--- src/rtl/dtc_pkg.sv ---
/*
 Shared constants and types of the dual timer/counter block.
 Assumes a single 10 MHz clock and an AXI4-Lite master with 8-bit byte addresses.
*/
package dtc_pkg;
   localparam int unsigned CLK_HZ = 10_000_000;
   localparam int unsigned PERIPH_DIV_DEF = 12;
   localparam int unsigned AXI_AW = 8;

   // Byte addresses of the registers, one aligned word each.
   localparam logic [7:0] ADDR_CTRL = 8'h00;
   localparam logic [7:0] ADDR_MODE = 8'h04;
   localparam logic [7:0] ADDR_A_LO = 8'h08;
   localparam logic [7:0] ADDR_A_HI = 8'h0C;
   localparam logic [7:0] ADDR_B_LO = 8'h10;
   localparam logic [7:0] ADDR_B_HI = 8'h14;

   // Register indices produced by the address decoder.
   localparam logic [2:0] IDX_CTRL = 3'h0;
   localparam logic [2:0] IDX_MODE = 3'h1;
   localparam logic [2:0] IDX_A_LO = 3'h2;
   localparam logic [2:0] IDX_A_HI = 3'h3;
   localparam logic [2:0] IDX_B_LO = 3'h4;
   localparam logic [2:0] IDX_B_HI = 3'h5;
   localparam logic [2:0] IDX_NONE = 3'h7;

   // Timer control register fields.
   localparam int unsigned TF_B = 7;
   localparam int unsigned TR_B = 6;
   localparam int unsigned TF_A = 5;
   localparam int unsigned TR_A = 4;

   // Timer mode register fields.
   localparam int unsigned GATE_B = 7;
   localparam int unsigned SRC_B = 6;
   localparam int unsigned MB_HI = 5;
   localparam int unsigned MB_LO = 4;
   localparam int unsigned GATE_A = 3;
   localparam int unsigned SRC_A = 2;
   localparam int unsigned MA_HI = 1;
   localparam int unsigned MA_LO = 0;

   // Synchroniser lanes of the pins.
   localparam int unsigned PIN_CNT_A = 0;
   localparam int unsigned PIN_CNT_B = 1;
   localparam int unsigned PIN_GATE_A = 2;
   localparam int unsigned PIN_GATE_B = 3;

   localparam logic [1:0] RESP_OKAY = 2'h0;
   localparam logic [1:0] RESP_SLVERR = 2'h2;

   typedef enum logic [1:0] {
      MODE_13BIT = 2'b00,
      MODE_16BIT = 2'b01,
      MODE_RELOAD = 2'b10,
      MODE_SPLIT = 2'b11
   } dtc_mode_t;

   typedef struct packed {
      logic aw_got;
      logic [7:0] aw_addr;
      logic w_got;
      logic [7:0] w_byte;
      logic w_en;
      logic bvalid;
      logic [1:0] bresp;
      logic rvalid;
      logic [7:0] rdata;
      logic [1:0] rresp;
      logic [7:0] ctrl, mode, a_lo, a_hi, b_lo, b_hi;
      logic [3:0] s1, s2, s3;
      logic [7:0] presc;
      logic baud;
   } dtc_state_t;

   // Every register and flag comes out of reset as zero.
   localparam dtc_state_t ST_RESET = '0;
endpackage

--- src/rtl/dtc_timers.sv ---
/*
 Two timer/counters with an AXI4-Lite register slave.
 Assumes pins are asynchronous to aclk and service pulses come from aclk logic.
*/
// The placing of the registers and register access over AXI4-Lite were left to the implementer.
`timescale 1ns/1ns
// How it works
// - Timer A reload mode counts its low byte, reloading from high on wrap.
// - Timer A low-byte wrap in reload mode sets timer A overflow flag.
// - Servicing timer A interrupt clears its overflow flag in hardware.
// - Timer A reload never changes its high byte.
// - New high-byte value written any time is used by the next reload.
// - Split mode: timer A low byte is an 8-bit counter with own controls.
// - Split mode high byte counts peripheral ticks, runs on B run, sets B flag.
// - Timer B uses mode register bits 7..4 and control bits 6,7.
// - Timer B counts when run set, and gate pin high if gated.
// - Timer B wrap to zero sets its flag and requests an interrupt, unless timer A is in split mode.
// - Mode 0: five-bit prescaler in low byte carries into high byte.
// - Mode 1: low and high bytes form one 16-bit counter.
// - Mode 2: low byte counts, reloads from high and sets flag on wrap.
// - Timer B reload leaves its high byte untouched.
// - Timer B mode 3 halts and holds the count.
// - Timer B overflow drives the serial baud tick output.
// - Source bit picks peripheral tick or falling edges on count pin.
module dtc_timers #(
   parameter int unsigned PERIPH_DIV = dtc_pkg::PERIPH_DIV_DEF
) (
   input wire logic aclk,
   input wire logic aresetn,
   input wire logic awvalid,
   output logic awready,
   input wire logic [dtc_pkg::AXI_AW-1:0] awaddr,
   input wire logic wvalid,
   output logic wready,
   input wire logic [31:0] wdata,
   input wire logic [3:0] wstrb,
   output logic bvalid,
   input wire logic bready,
   output logic [1:0] bresp,
   input wire logic arvalid,
   output logic arready,
   input wire logic [dtc_pkg::AXI_AW-1:0] araddr,
   output logic rvalid,
   input wire logic rready,
   output logic [31:0] rdata,
   output logic [1:0] rresp,
   input wire logic count_a_pin,
   input wire logic count_b_pin,
   input wire logic ext_irq_zero_pin,
   input wire logic ext_irq_one_pin,
   input wire logic irq_service_a,
   input wire logic irq_service_b,
   output logic timer_a_irq,
   output logic timer_b_irq,
   output logic baud_tick
);
   import dtc_pkg::*;

   localparam logic [7:0] PDIV_LAST = 8'(PERIPH_DIV - 1);

   dtc_state_t q;
   dtc_state_t n;
   logic ptick;
   logic [3:0] fall;
   logic tick_a, tick_b, run_a, run_b, inc_a, inc_b, inc_ah;
   dtc_mode_t mode_a, mode_b;
   logic [16:0] st_a, st_b;
   logic [8:0] sum_al, sum_ah;
   logic ovf_a, ovf_ah, ovf_b;
   logic wr;
   logic [2:0] wr_idx;

   function automatic logic [2:0] dec(input logic [7:0] a);
      logic [7:0] w;
      w = {a[7:2], 2'b00};
      case (w)
         ADDR_CTRL: dec = IDX_CTRL;
         ADDR_MODE: dec = IDX_MODE;
         ADDR_A_LO: dec = IDX_A_LO;
         ADDR_A_HI: dec = IDX_A_HI;
         ADDR_B_LO: dec = IDX_B_LO;
         ADDR_B_HI: dec = IDX_B_HI;
         default: dec = IDX_NONE;
      endcase
   endfunction

   // One count step; returns {overflow, high, low}. Mode 3 holds.
   function automatic logic [16:0] step(input dtc_mode_t m, input logic [7:0] lo,
                                        input logic [7:0] hi);
      logic [5:0] p;
      logic [8:0] h;
      logic [8:0] l;
      p = '0;
      h = '0;
      l = '0;
      step = {1'b0, hi, lo};
      case (m)
         MODE_13BIT: begin
            p = {1'b0, lo[4:0]} + 6'h01;
            h = {1'b0, hi} + {8'h00, p[5]};
            step = {h[8], h[7:0], lo[7:5], p[4:0]};
         end
         MODE_16BIT: begin
            step = {1'b0, hi, lo} + 17'h00001;
         end
         MODE_RELOAD: begin
            l = {1'b0, lo} + 9'h001;
            step = l[8] ? {1'b1, hi, hi} : {1'b0, hi, l[7:0]};
         end
         default: begin
            step = {1'b0, hi, lo};
         end
      endcase
   endfunction

   always_comb begin
      n = q;
      // Only the second and third stages feed logic; the first only feeds the second.
      n.s1 = {ext_irq_one_pin, ext_irq_zero_pin, count_b_pin, count_a_pin};
      n.s2 = q.s1;
      n.s3 = q.s2;
      fall = q.s3 & ~q.s2;
      ptick = (q.presc == PDIV_LAST);
      n.presc = ptick ? 8'h00 : 8'(q.presc + 8'h01);

      mode_a = dtc_mode_t'(q.mode[MA_HI:MA_LO]);
      mode_b = dtc_mode_t'(q.mode[MB_HI:MB_LO]);
      tick_a = q.mode[SRC_A] ? fall[PIN_CNT_A] : ptick;
      tick_b = q.mode[SRC_B] ? fall[PIN_CNT_B] : ptick;
      run_a = q.ctrl[TR_A] && (!q.mode[GATE_A] || q.s2[PIN_GATE_A]);
      run_b = q.ctrl[TR_B] && (!q.mode[GATE_B] || q.s2[PIN_GATE_B]);
      inc_a = run_a && tick_a;
      inc_b = run_b && tick_b;
      inc_ah = (mode_a == MODE_SPLIT) && q.ctrl[TR_B] && ptick;

      st_a = step(mode_a, q.a_lo, q.a_hi);
      st_b = step(mode_b, q.b_lo, q.b_hi);
      sum_al = {1'b0, q.a_lo} + 9'h001;
      sum_ah = {1'b0, q.a_hi} + 9'h001;
      ovf_a = 1'b0;
      ovf_ah = 1'b0;
      ovf_b = inc_b && st_b[16];

      if (mode_a == MODE_SPLIT) begin
         if (inc_a) begin
            n.a_lo = sum_al[7:0];
            ovf_a = sum_al[8];
         end
         if (inc_ah) begin
            n.a_hi = sum_ah[7:0];
            ovf_ah = sum_ah[8];
         end
      end else if (inc_a) begin
         n.a_lo = st_a[7:0];
         n.a_hi = st_a[15:8];
         ovf_a = st_a[16];
      end
      if (inc_b) begin
         n.b_lo = st_b[7:0];
         n.b_hi = st_b[15:8];
      end
      n.baud = ovf_b;

      // Flags drop on service before the write and set paths, so a set wins.
      if (irq_service_a) begin
         n.ctrl[TF_A] = 1'b0;
      end
      if (irq_service_b) begin
         n.ctrl[TF_B] = 1'b0;
      end

      // Write path: address and data are taken in either order.
      if (awvalid && awready) begin
         n.aw_got = 1'b1;
         n.aw_addr = awaddr;
      end
      if (wvalid && wready) begin
         n.w_got = 1'b1;
         n.w_byte = wdata[7:0];
         n.w_en = wstrb[0];
      end
      wr = q.aw_got && q.w_got && !q.bvalid;
      wr_idx = wr ? dec(q.aw_addr) : IDX_NONE;
      if (wr) begin
         n.aw_got = 1'b0;
         n.w_got = 1'b0;
         n.bvalid = 1'b1;
         n.bresp = (wr_idx == IDX_NONE) ? RESP_SLVERR : RESP_OKAY;
      end else if (q.bvalid && bready) begin
         n.bvalid = 1'b0;
      end
      if (q.w_en) begin
         case (wr_idx)
            IDX_CTRL: n.ctrl = q.w_byte;
            IDX_MODE: n.mode = q.w_byte;
            IDX_A_LO: n.a_lo = q.w_byte;
            IDX_A_HI: n.a_hi = q.w_byte;
            IDX_B_LO: n.b_lo = q.w_byte;
            IDX_B_HI: n.b_hi = q.w_byte;
            default: n.ctrl = n.ctrl;
         endcase
      end

      // Hardware set comes last so it beats any clear in the same cycle.
      if (ovf_a) begin
         n.ctrl[TF_A] = 1'b1;
      end
      if ((mode_a == MODE_SPLIT) ? ovf_ah : ovf_b) begin
         n.ctrl[TF_B] = 1'b1;
      end

      // Read path: one read at a time, answered the cycle after acceptance.
      if (arvalid && arready) begin
         n.rvalid = 1'b1;
         n.rresp = RESP_OKAY;
         case (dec(araddr))
            IDX_CTRL: n.rdata = q.ctrl;
            IDX_MODE: n.rdata = q.mode;
            IDX_A_LO: n.rdata = q.a_lo;
            IDX_A_HI: n.rdata = q.a_hi;
            IDX_B_LO: n.rdata = q.b_lo;
            IDX_B_HI: n.rdata = q.b_hi;
            default: begin
               n.rdata = 8'h00;
               n.rresp = RESP_SLVERR;
            end
         endcase
      end else if (q.rvalid && rready) begin
         n.rvalid = 1'b0;
      end
   end

   always_ff @(posedge aclk) begin
      if (!aresetn) begin
         q <= ST_RESET;
      end else begin
         q <= n;
      end
   end

   assign awready = !q.aw_got && !q.bvalid;
   assign wready = !q.w_got && !q.bvalid;
   assign bvalid = q.bvalid;
   assign bresp = q.bresp;
   assign arready = !q.rvalid;
   assign rvalid = q.rvalid;
   assign rdata = {24'h000000, q.rdata};
   assign rresp = q.rresp;
   assign timer_a_irq = q.ctrl[TF_A];
   assign timer_b_irq = q.ctrl[TF_B];
   assign baud_tick = q.baud;
endmodule

--- config.mk ---
export PLATFORM = sky130hd
export DESIGN_NAME = dtc_timers
export DESIGN_NICKNAME = d
export VERILOG_FILES = /design/src/rtl/dtc_pkg.sv /design/src/rtl/dtc_timers.sv
export SDC_FILE = /design/constraint.sdc
export NUM_CORES = 1
export LEC_CHECK = 0
export ABC_AREA = 1
export BUFFER_PORTS_ARGS = -buffer_cell sky130_fd_sc_hd__buf_2
export CAP_MARGIN = 20
export CORE_MARGIN = 3
export CORE_UTILIZATION = 40
export DETAILED_ROUTE_END_ITERATION = 12
export GPL_ROUTABILITY_DRIVEN = 0
export PLACE_DENSITY_LB_ADDON = 0.15
export RECOVER_POWER = 100
export SLEW_MARGIN = 25
export SYNTH_ARGS = -nofsm -noshare
export SYNTH_HDL_FRONTEND = slang
export SYNTH_SLANG_ARGS = --single-unit
--- constraint.sdc ---
create_clock -name aclk -period 1.9 [get_ports aclk]
set_input_delay 0 -clock aclk [delete_from_list [all_inputs] [get_ports aclk]]
set_output_delay 0 -clock aclk [all_outputs]
set_load 0.005 [all_outputs]
==> impl_summary.txt, run 1 <==
----------------------------------------------------
[GRT]
  Wire length of the first global-routing pass ... 30.5 mm
  Antenna violations before repair ... 0
  Via count of the first global-routing pass ... 5985
  Pin count of the biggest net entering global routing ... 33
  Global router's overall resource usage ... 21.2%
  Total overflow reported by the global router ... 0

[CTS]
  Clock Path Buffers ... 2
  TritonCTS clock tree ... yes
  Maximum level of the CTS H-tree ... 3
  # clock sinks ... 96
  Post-CTS clock slew at the launch and capture registers of the worst setup and hold paths ... 0.07 ns
  Total CTS buffers ... 9
  Clock Tree Root ... sky130_fd_sc_hd__clkbuf_16
  Skew-Pair Late Insertion Delay ... 0.35 ns

[Logic synthesis]
  Synth warnings ... 0
  Count of state elements after synthesis ... 96
  Syn Std Cell Area ... 6390 um^2
  Sequential area share after synthesis ... 30.1%
  Synthesized instance count ... 1009
  Number of enable flip-flop cells after synthesis ... 0
  Yosys cell types ... 45
  Syn_area_per_cell ... 6.33 um^2
  Top flip-flop cell by instance count after synthesis ... sky130_fd_sc_hd__dfxtp_1
  Async SR Flop Fraction ... 0%

[Pwr]
  Sequential share of power ... 49.9%
  Sw Pwr ... 1.17 mW
  Leakage power of the design ... 3.44 nW
  Maximum ir drop on the vdd rail ... 558 uV
  Share of total power in the clock network ... 41.2%
  Switching part of the total ... 27.3%
  Power density over the cells ... 558 nW/um^2
  Internal ... 3.12 mW
  Proportion of power drawn by combinational gates ... 8.9%

[Worst setup path]
  Source of the worst register-to-register timing path ... q[45]
  Critical path data arrival time ... 2.11 ns
  Top fanout value on the critical path ... 5
  Category of the most critical setup path ... flop to flop
  Startpoint type of the worst setup path ... flop
  Flop-to-flop setup slack ... 0.09 ns
  Reg2reg end ... q[41]
  R2R cell count ... 13
  Data required time at the worst endpoint ... 2.19 ns
  Critical path startpoint ... q[45]
  Sort of element at the end of the critical path ... flop

[Drt]
  Router iterations before antenna repair ... 5
  Routed wire length ... 19.1 mm
  Number of vias in the routed layout ... 6714
  Average detailed-routed wire length per instance ... 14.2 um
  Average via count per standard cell ... 5.00
  Number of nets with antenna violations after detailed routing ... 0
  DRC Markers ... 0
  First DRT Iteration DRCs ... 597

[Final layout]
  Fill count ... 1633
  Final Net Count ... 1202
  Utilization after layout ... 49.7%
  Final antenna diode count ... 0
  Fraction of layout instances using a drive strength above 1 ... 16.9%
  Synthesis-to-finish area growth ... 20.1%

[Floorplan]
  Die span in x ... 132 um
  Die area ... 17500 um^2
  Die span in y ... 132 um
  Starting utilization of the core area ... 41.4%
  Num ports ... 109
  Std-Cell Core Area ... 15400 um^2
  Number of cell rows ... 45

[Timing]
  Final hold violation count ... 0
  Maximum clock frequency ... 0.552 GHz
  Final Max Slew Viols ... 0
  Unrepaired setup endpoints after global routing ... yes
  Slew @ Worst Pin ... 1.25 ns
  Clock Skew ... 0.0113 ns
  Final setup vio count ... 0
  Period Utilization, post-route ... 95.4%
  Tightest slew margin relative to the limit ... 16.9%
  Setup TNS ... 0 ns
  Crit path time final ... 1.81 ns

[Job]
  Maxcap violations ... 0

[Run status]
  Status ... finished, final reports clean

[Worst hold path]
  Worst hold path stage count ... 3
  HP Start ... aresetn
  Hold Crit Endpoint ... q[30]
  Worst min-delay path category ... input port to flop

[Place]
  Half-perimeter wire length of the detailed placement result ... 14.5 mm
  Number of input and output port buffers inserted ... 51

----------------------------------------------------
-- layer usage --
| metal | track usage, % | wire length [um] |
|---|---|---|
| met1 | 30.5 | 9310 |
| met2 | 33.1 | 8410 |
| met3 | 3.70 | 1070 |
| met4 | 4.62 | 333 |
| met5 | 0 | 0 |
-- registers in the layout, summed over array words and instances, names as in the netlist --
name         flops
bvalid           1
timer_a_irq      1
baud_tick        1
bresp            1
rresp            1
rvalid           1
n                8
mode_a           2
timer_b_irq      1
mode_b           2
q               69
rdata            8
-- power groups by stage --
| stage | clock, mW | sequential [mW] | combinational, mW |
|---|---|---|---|
| 4_1_cts | 1.81 | 2.14 | 0.380 |
| 6_report | 1.77 | 2.14 | 0.381 |
| 3_3_place_gp | 0 | 2.19 | 0.343 |
| 5_1_grt | 1.89 | 2.14 | 0.432 |
| 2_1_floorplan | 0 | 2.15 | 0.277 |
| 3_5_place_dp | 0 | 2.19 | 0.346 |
-- worst max-delay path by stage --
stage | end | slack [ns]
3_5_place_dp | q[41] | 0.08
2_1_floorplan | q[41] | 0.11
3_3_place_gp | q[41] | 0.10
5_1_grt | q[41] | -0.07
6_report | q[41] | 0.09
4_1_cts | q[41] | 0.06
-- cell families after synthesis --
kind of cell	count (synthesis)	share of synthesized area, %
adder cells (fa/ha/maj)	8	1.57
other	1	0.0587
flip-flops	96	30.1
AO/OA/AOI/OAI	191	16.1
AND/OR/NAND/NOR	518	37.1
buffers and inverters	184	13.7
XOR/XNOR	11	1.51
-- timing repair --
action,CTS,global route
endpoints found under the hold margin,21,0
setup endpoints to repair,0,27
hold buffers,21,0
buffers inserted,0,4
resized for setup,0,32
-- area by class of cell --
type | count | area (um^2) | area share, %
well taps | 211 | 264 | 3.44
repair buffers | 144 | 981 | 12.8
clock inverters | 6 | 50.0 | 0.652
flip-flops and latches | 96 | 1930 | 25.2
clock buffers | 9 | 225 | 2.93
multi-input cells | 754 | 3760 | 49.0
inverters | 124 | 465 | 6.07
-- critical path, stage by stage, from the launching register on --
cell                      delay [ns]
sky130_fd_sc_hd__dfxtp_4        0.37
sky130_fd_sc_hd__nand3_2        0.10
sky130_fd_sc_hd__nor2_2         0.15
sky130_fd_sc_hd__nand2_1        0.12
sky130_fd_sc_hd__nor2_4         0.14
sky130_fd_sc_hd__ha_2           0.19
sky130_fd_sc_hd__nand2_1        0.09
sky130_fd_sc_hd__nor2_2         0.10
sky130_fd_sc_hd__nand2_1        0.07
sky130_fd_sc_hd__o21ai_0        0.14
sky130_fd_sc_hd__nand2_1        0.07
sky130_fd_sc_hd__nand3_1        0.09
sky130_fd_sc_hd__nor2_1         0.04
sky130_fd_sc_hd__nor2_1         0.08
-- synth_stat cells, drive strengths merged (8+ instances only) --
cell,count,share of area (%)
nand2,225,13
o21ai,101,8.1
ha,8,1.6
inv,123,7.2
clkbuf,9,0.53
a21oi,74,5.9
nand4,28,3.4
nand3,75,6.5
nor2,167,11
nor3,13,1.4
dfxtp,96,30
buf,51,5.9
-- through the flow --
step	hold WS, ns	std cells	area [um^2]	setup slack [ns]	power, mW
2_1_floorplan	0.0976	1034	6480	0.110	2.43
3_3_place_gp	0.183	1304	7110	0.103	2.53
3_5_place_dp	0.186	1304	7110	0.0796	2.53
4_1_cts	0.0199	1340	7590	0.0600	4.33
5_1_grt	0.0345	1344	7670	-0.0733	4.46
6_report	0.0244	1344	7670	0.0872	4.29
-- cells in the final DEF (no fill, tap or decap), types with 7 or more instances in the layout --
cell / count
sky130_fd_sc_hd__clkbuf_1: 11
sky130_fd_sc_hd__nand3_1: 66
sky130_fd_sc_hd__buf_2: 41
sky130_fd_sc_hd__conb_1: 26
sky130_fd_sc_hd__nor2_1: 151
sky130_fd_sc_hd__inv_1: 117
sky130_fd_sc_hd__nand2_1: 219
sky130_fd_sc_hd__nand4_1: 23
sky130_fd_sc_hd__nor2_2: 10
sky130_fd_sc_hd__dlygate4sd3_1: 21
sky130_fd_sc_hd__xor2_1: 7
sky130_fd_sc_hd__buf_4: 65
sky130_fd_sc_hd__a21oi_1: 72
sky130_fd_sc_hd__o21ai_1: 17
sky130_fd_sc_hd__clkbuf_16: 9
sky130_fd_sc_hd__dfxtp_1: 91
sky130_fd_sc_hd__nor3_1: 10
sky130_fd_sc_hd__o21ai_0: 81
(Power assumes the default switching activity.)
==> inputs of run 2 (changes only) <==
==> constraint.sdc (replaced) <==
create_clock -name aclk -period 1.7 [get_ports aclk]
set_input_delay 0 -clock aclk [delete_from_list [all_inputs] [get_ports aclk]]
set_output_delay 0 -clock aclk [all_outputs]
set_load 0.005 [all_outputs]
==> run 2 against run 1 <==
  * The flow now finishes with violations (setup timing)
  * Count of clock-buffer cells in the layout up 1
  * Global-route usage up 1.6 points
  * Clock power up 13%
  * Die area unchanged
  * Critical path depth down 5
  * Register-to-register slack worse by 0.16 ns
  * Cell count up 6.4%
  * Critical endpoint is now q[31]
  * Largest cell class unchanged
==> impl_summary.txt, run 2 (same netlist as run 1, synthesis figures left out) <==
----------------------------------------------------
[Worst hold path]
  Worst min-delay path category ... input port to flop
  Hold Crit Endpoint ... timer_a_irq
  HP Start ... irq_service_a
  Worst hold path stage count ... 5 (+2)

[Run status]
  Status ... complete, but fails checks
  Violated checks ... setup timing

[Final layout]
  Fill count ... 1529 (-6.4%)
  Final Net Count ... 1287 (+7.1%)
  Utilization after layout ... 57.2% (+7.4 points)
  Highest-count cells in the layout ignoring fill and taps ... sky130_fd_sc_hd__nand2_1, sky130_fd_sc_hd__nor2_1, sky130_fd_sc_hd__buf_4, sky130_fd_sc_hd__inv_1, sky130_fd_sc_hd__dfxtp_1
  Final antenna diode count ... 0 (unchanged)
  Total non-filler cell area in the finished layout ... 8820 um^2 (+15%)
  Synthesis-to-finish area growth ... 38.0%
  Flip-flop and latch area ... 1940 um^2 (+0.65%)
  Max FFs per register ... 69 (unchanged)
  Leading cell type in the layout, fill and taps excluded ... sky130_fd_sc_hd__nand2_1
  Fraction of layout instances using a drive strength above 1 ... 29.7% (+13 points)
  Final Instance Count excl. Fillers ... 1430 (+6.4%)
  Area of combinational cells with multiple inputs ... 4100 um^2 (+9.1%)
  Register with the highest flop count ... q

[CTS]
  TritonCTS clock tree ... yes
  Clock Tree Root ... sky130_fd_sc_hd__clkbuf_16
  Post-CTS clock slew at the launch and capture registers of the worst setup and hold paths ... 0.07 ns (about the same)
  Skew-Pair Late Insertion Delay ... 0.36 ns (about the same)
  Maximum level of the CTS H-tree ... 3 (unchanged)
  Clock Path Buffers ... 2 (unchanged)
  Total CTS buffers ... 9 (unchanged)
  # clock sinks ... 96 (unchanged)

[Worst setup path]
  Critical path data arrival time ... 2.05 ns (-0.06 ns)
  WP buf/inv ... 1 (+1)
  Delay of the slowest critical-path stage ... 0.36 ns (about the same)
  Data required time at the worst endpoint ... 1.98 ns (-0.21 ns)
  Flop-to-flop setup slack ... -0.08 ns (-0.16 ns)
  Top fanout value on the critical path ... 6 (+1)
  Category of the most critical setup path ... flop to flop
  Source of the worst register-to-register timing path ... q[30]
  Reg2reg end ... q[31]
  Worst path top cell family by delay ... simple AND/OR/NAND/NOR gates
  Startpoint type of the worst setup path ... flop
  CP max stage cell ... sky130_fd_sc_hd__dfxtp_2
  Cells along the critical path ... ha_2, nand3_4, nor3_4, nand2_1, buf_4, o22ai_1, a21oi_2, nor2_1
  R2R cell count ... 8 (-5)
  Sort of element at the end of the critical path ... flop

[Floorplan]
  Die span in y ... 132 um (unchanged)
  Die area ... 17500 um^2 (unchanged)
  Std-Cell Core Area ... 15400 um^2 (unchanged)
  Starting utilization of the core area ... 41.4% (unchanged)
  Number of cell rows ... 45 (unchanged)
  Die span in x ... 132 um (unchanged)
  Num ports ... 109 (unchanged)

[Timing]
  Final setup vio count ... 2 (+2)
  Crit path time final ... 1.78 ns (-0.0359 ns)
  Unrepaired setup endpoints after global routing ... yes
  Maximum clock frequency ... 0.563 GHz (+2.0%)
  Minimum setup slack in the final design ... -0.0769 ns (-0.164 ns)
  Final Max Slew Viols ... 0 (unchanged)
  Hold_ws ... 0.0311 ns (+0.00673 ns)
  Final hold violation count ... 0 (unchanged)
  Clock Skew ... 0.00475 ns (-0.00655 ns)
  Period Utilization, post-route ... 105% (+9.1 points)

[GRT]
  Via count of the first global-routing pass ... 6305 (+5.3%)
  Global router's overall resource usage ... 22.7% (+1.6 points)
  Antenna violations before repair ... 0 (unchanged)
  Total overflow reported by the global router ... 0 (unchanged)
  Pin count of the biggest net entering global routing ... 66 (+100%)
  Wire length of the first global-routing pass ... 32.5 mm (+6.6%)

[Place]
  Cell count after placement ... 1368 (+4.9%)
  Setup slack after placement ... -0.109 ns (-0.188 ns)
  Half-perimeter wire length of the detailed placement result ... 14.9 mm (+3.1%)
  Post-place instance area ... 7640 um^2 (+7.6%)
  Number of input and output port buffers inserted ... 51 (unchanged)

[Drt]
  Average detailed-routed wire length per instance ... 14.5 um (+1.7%)
  First DRT Iteration DRCs ... 693 (+16%)
  DRC Markers ... 0 (unchanged)
  Average via count per standard cell ... 4.99 (about the same)
  Routed wire length ... 20.7 mm (+8.2%)
  Number of vias in the routed layout ... 7140 (+6.3%)
  Number of nets with antenna violations after detailed routing ... 0 (unchanged)
  Router iterations before antenna repair ... 6 (+1)

[Pwr]
  Power density over the cells ... 559 nW/um^2 (+0.18%)
  Maximum ir drop on the vdd rail ... 710 uV (+27%)
  Leakage power of the design ... 4.04 nW (+18%)

[Job]
  Maxcap violations ... 0 (unchanged)

----------------------------------------------------
==> run 2: changes by cell type in the layout (fill, tap and decap cells not counted), moves of 12 or more <==
cell                      before  now
sky130_fd_sc_hd__buf_4        65  131
sky130_fd_sc_hd__buf_6         1   20
sky130_fd_sc_hd__nand2_1     219  199
sky130_fd_sc_hd__nand2_2       5   20
sky130_fd_sc_hd__nor2_1      151  137
sky130_fd_sc_hd__o21ai_0      81   52
sky130_fd_sc_hd__o21ai_1      17   32
sky130_fd_sc_hd__o21ai_2       3   15
==> run 2: worst max-delay path by stage <==
stage	startpoint	endpoint	slack (ns)	cells after the start
2_1_floorplan	q[45]	q[41]	-0.008	13
3_3_place_gp	q[45]	q[41]	-0.08	13
3_5_place_dp	q[45]	q[41]	-0.11	13
4_1_cts	q[45]	q[41]	-0.05	12
5_1_grt	q[30]	q[31]	-0.11	8
6_report	q[30]	q[31]	-0.08	8
==> run 2: what timing repair did <==
action | 4_1_cts | 5_1_grt
setup endpoints to repair | 28 | 47
cloned | 0 | 1
hold buffers | 21 | 0
hold endpoints to repair | 21 | 0
setup buffers | 9 | 15
resized for setup | 24 | 148
pin swaps | 5 | 46
==> run 2: final cells by class <==
| type | count | area share [%] |
|---|---|---|
| flip-flops and latches | 96 | 22.0 |
| clock inverters | 6 | 0.596 |
| clock buffers | 10 | 2.60 |
| inverters | 124 | 5.32 |
| multi-input cells | 754 | 46.5 |
| well taps | 211 | 2.99 |
| repair buffers | 229 | 20.0 |
==> run 2: layer usage <==
| layer | share of wire [%] | GRT usage [%] |
|---|---|---|
| met5 | 0 | 0 |
| met4 | 2.0 | 6.58 |
| met3 | 6.3 | 3.21 |
| met2 | 47 | 36.2 |
| met1 | 45 | 32.1 |
==> run 2: worst register-to-register path, cell delays in order, from the launching register on <==
cell and delay, ns:
sky130_fd_sc_hd__dfxtp_2 0.36, sky130_fd_sc_hd__ha_2 0.22, sky130_fd_sc_hd__nand3_4 0.10, sky130_fd_sc_hd__nor3_4 0.30, sky130_fd_sc_hd__nand2_1 0.13, sky130_fd_sc_hd__buf_4 0.17
sky130_fd_sc_hd__o22ai_1 0.19, sky130_fd_sc_hd__a21oi_2 0.08, sky130_fd_sc_hd__nor2_1 0.15
==> run 2: power breakdown <==
part / internal, mW / switching [mW]
clock network: 1.02 / 0.981
logic: 0.235 / 0.298
registers: 2.31 / 0.0895
total: 3.56 / 1.37
==> run 2: through the flow <==
| step | power, mW | TNS (ns) |
|---|---|---|
| final | 4.93 | -0.0935 |
| after CTS | 4.92 | -0.0763 |
| after global routing | 5.15 | -2.43 |
| after global placement | 2.88 | -0.249 |
| after detailed placement | 2.88 | -0.578 |
| after floorplan | 2.72 | -0.00837 |
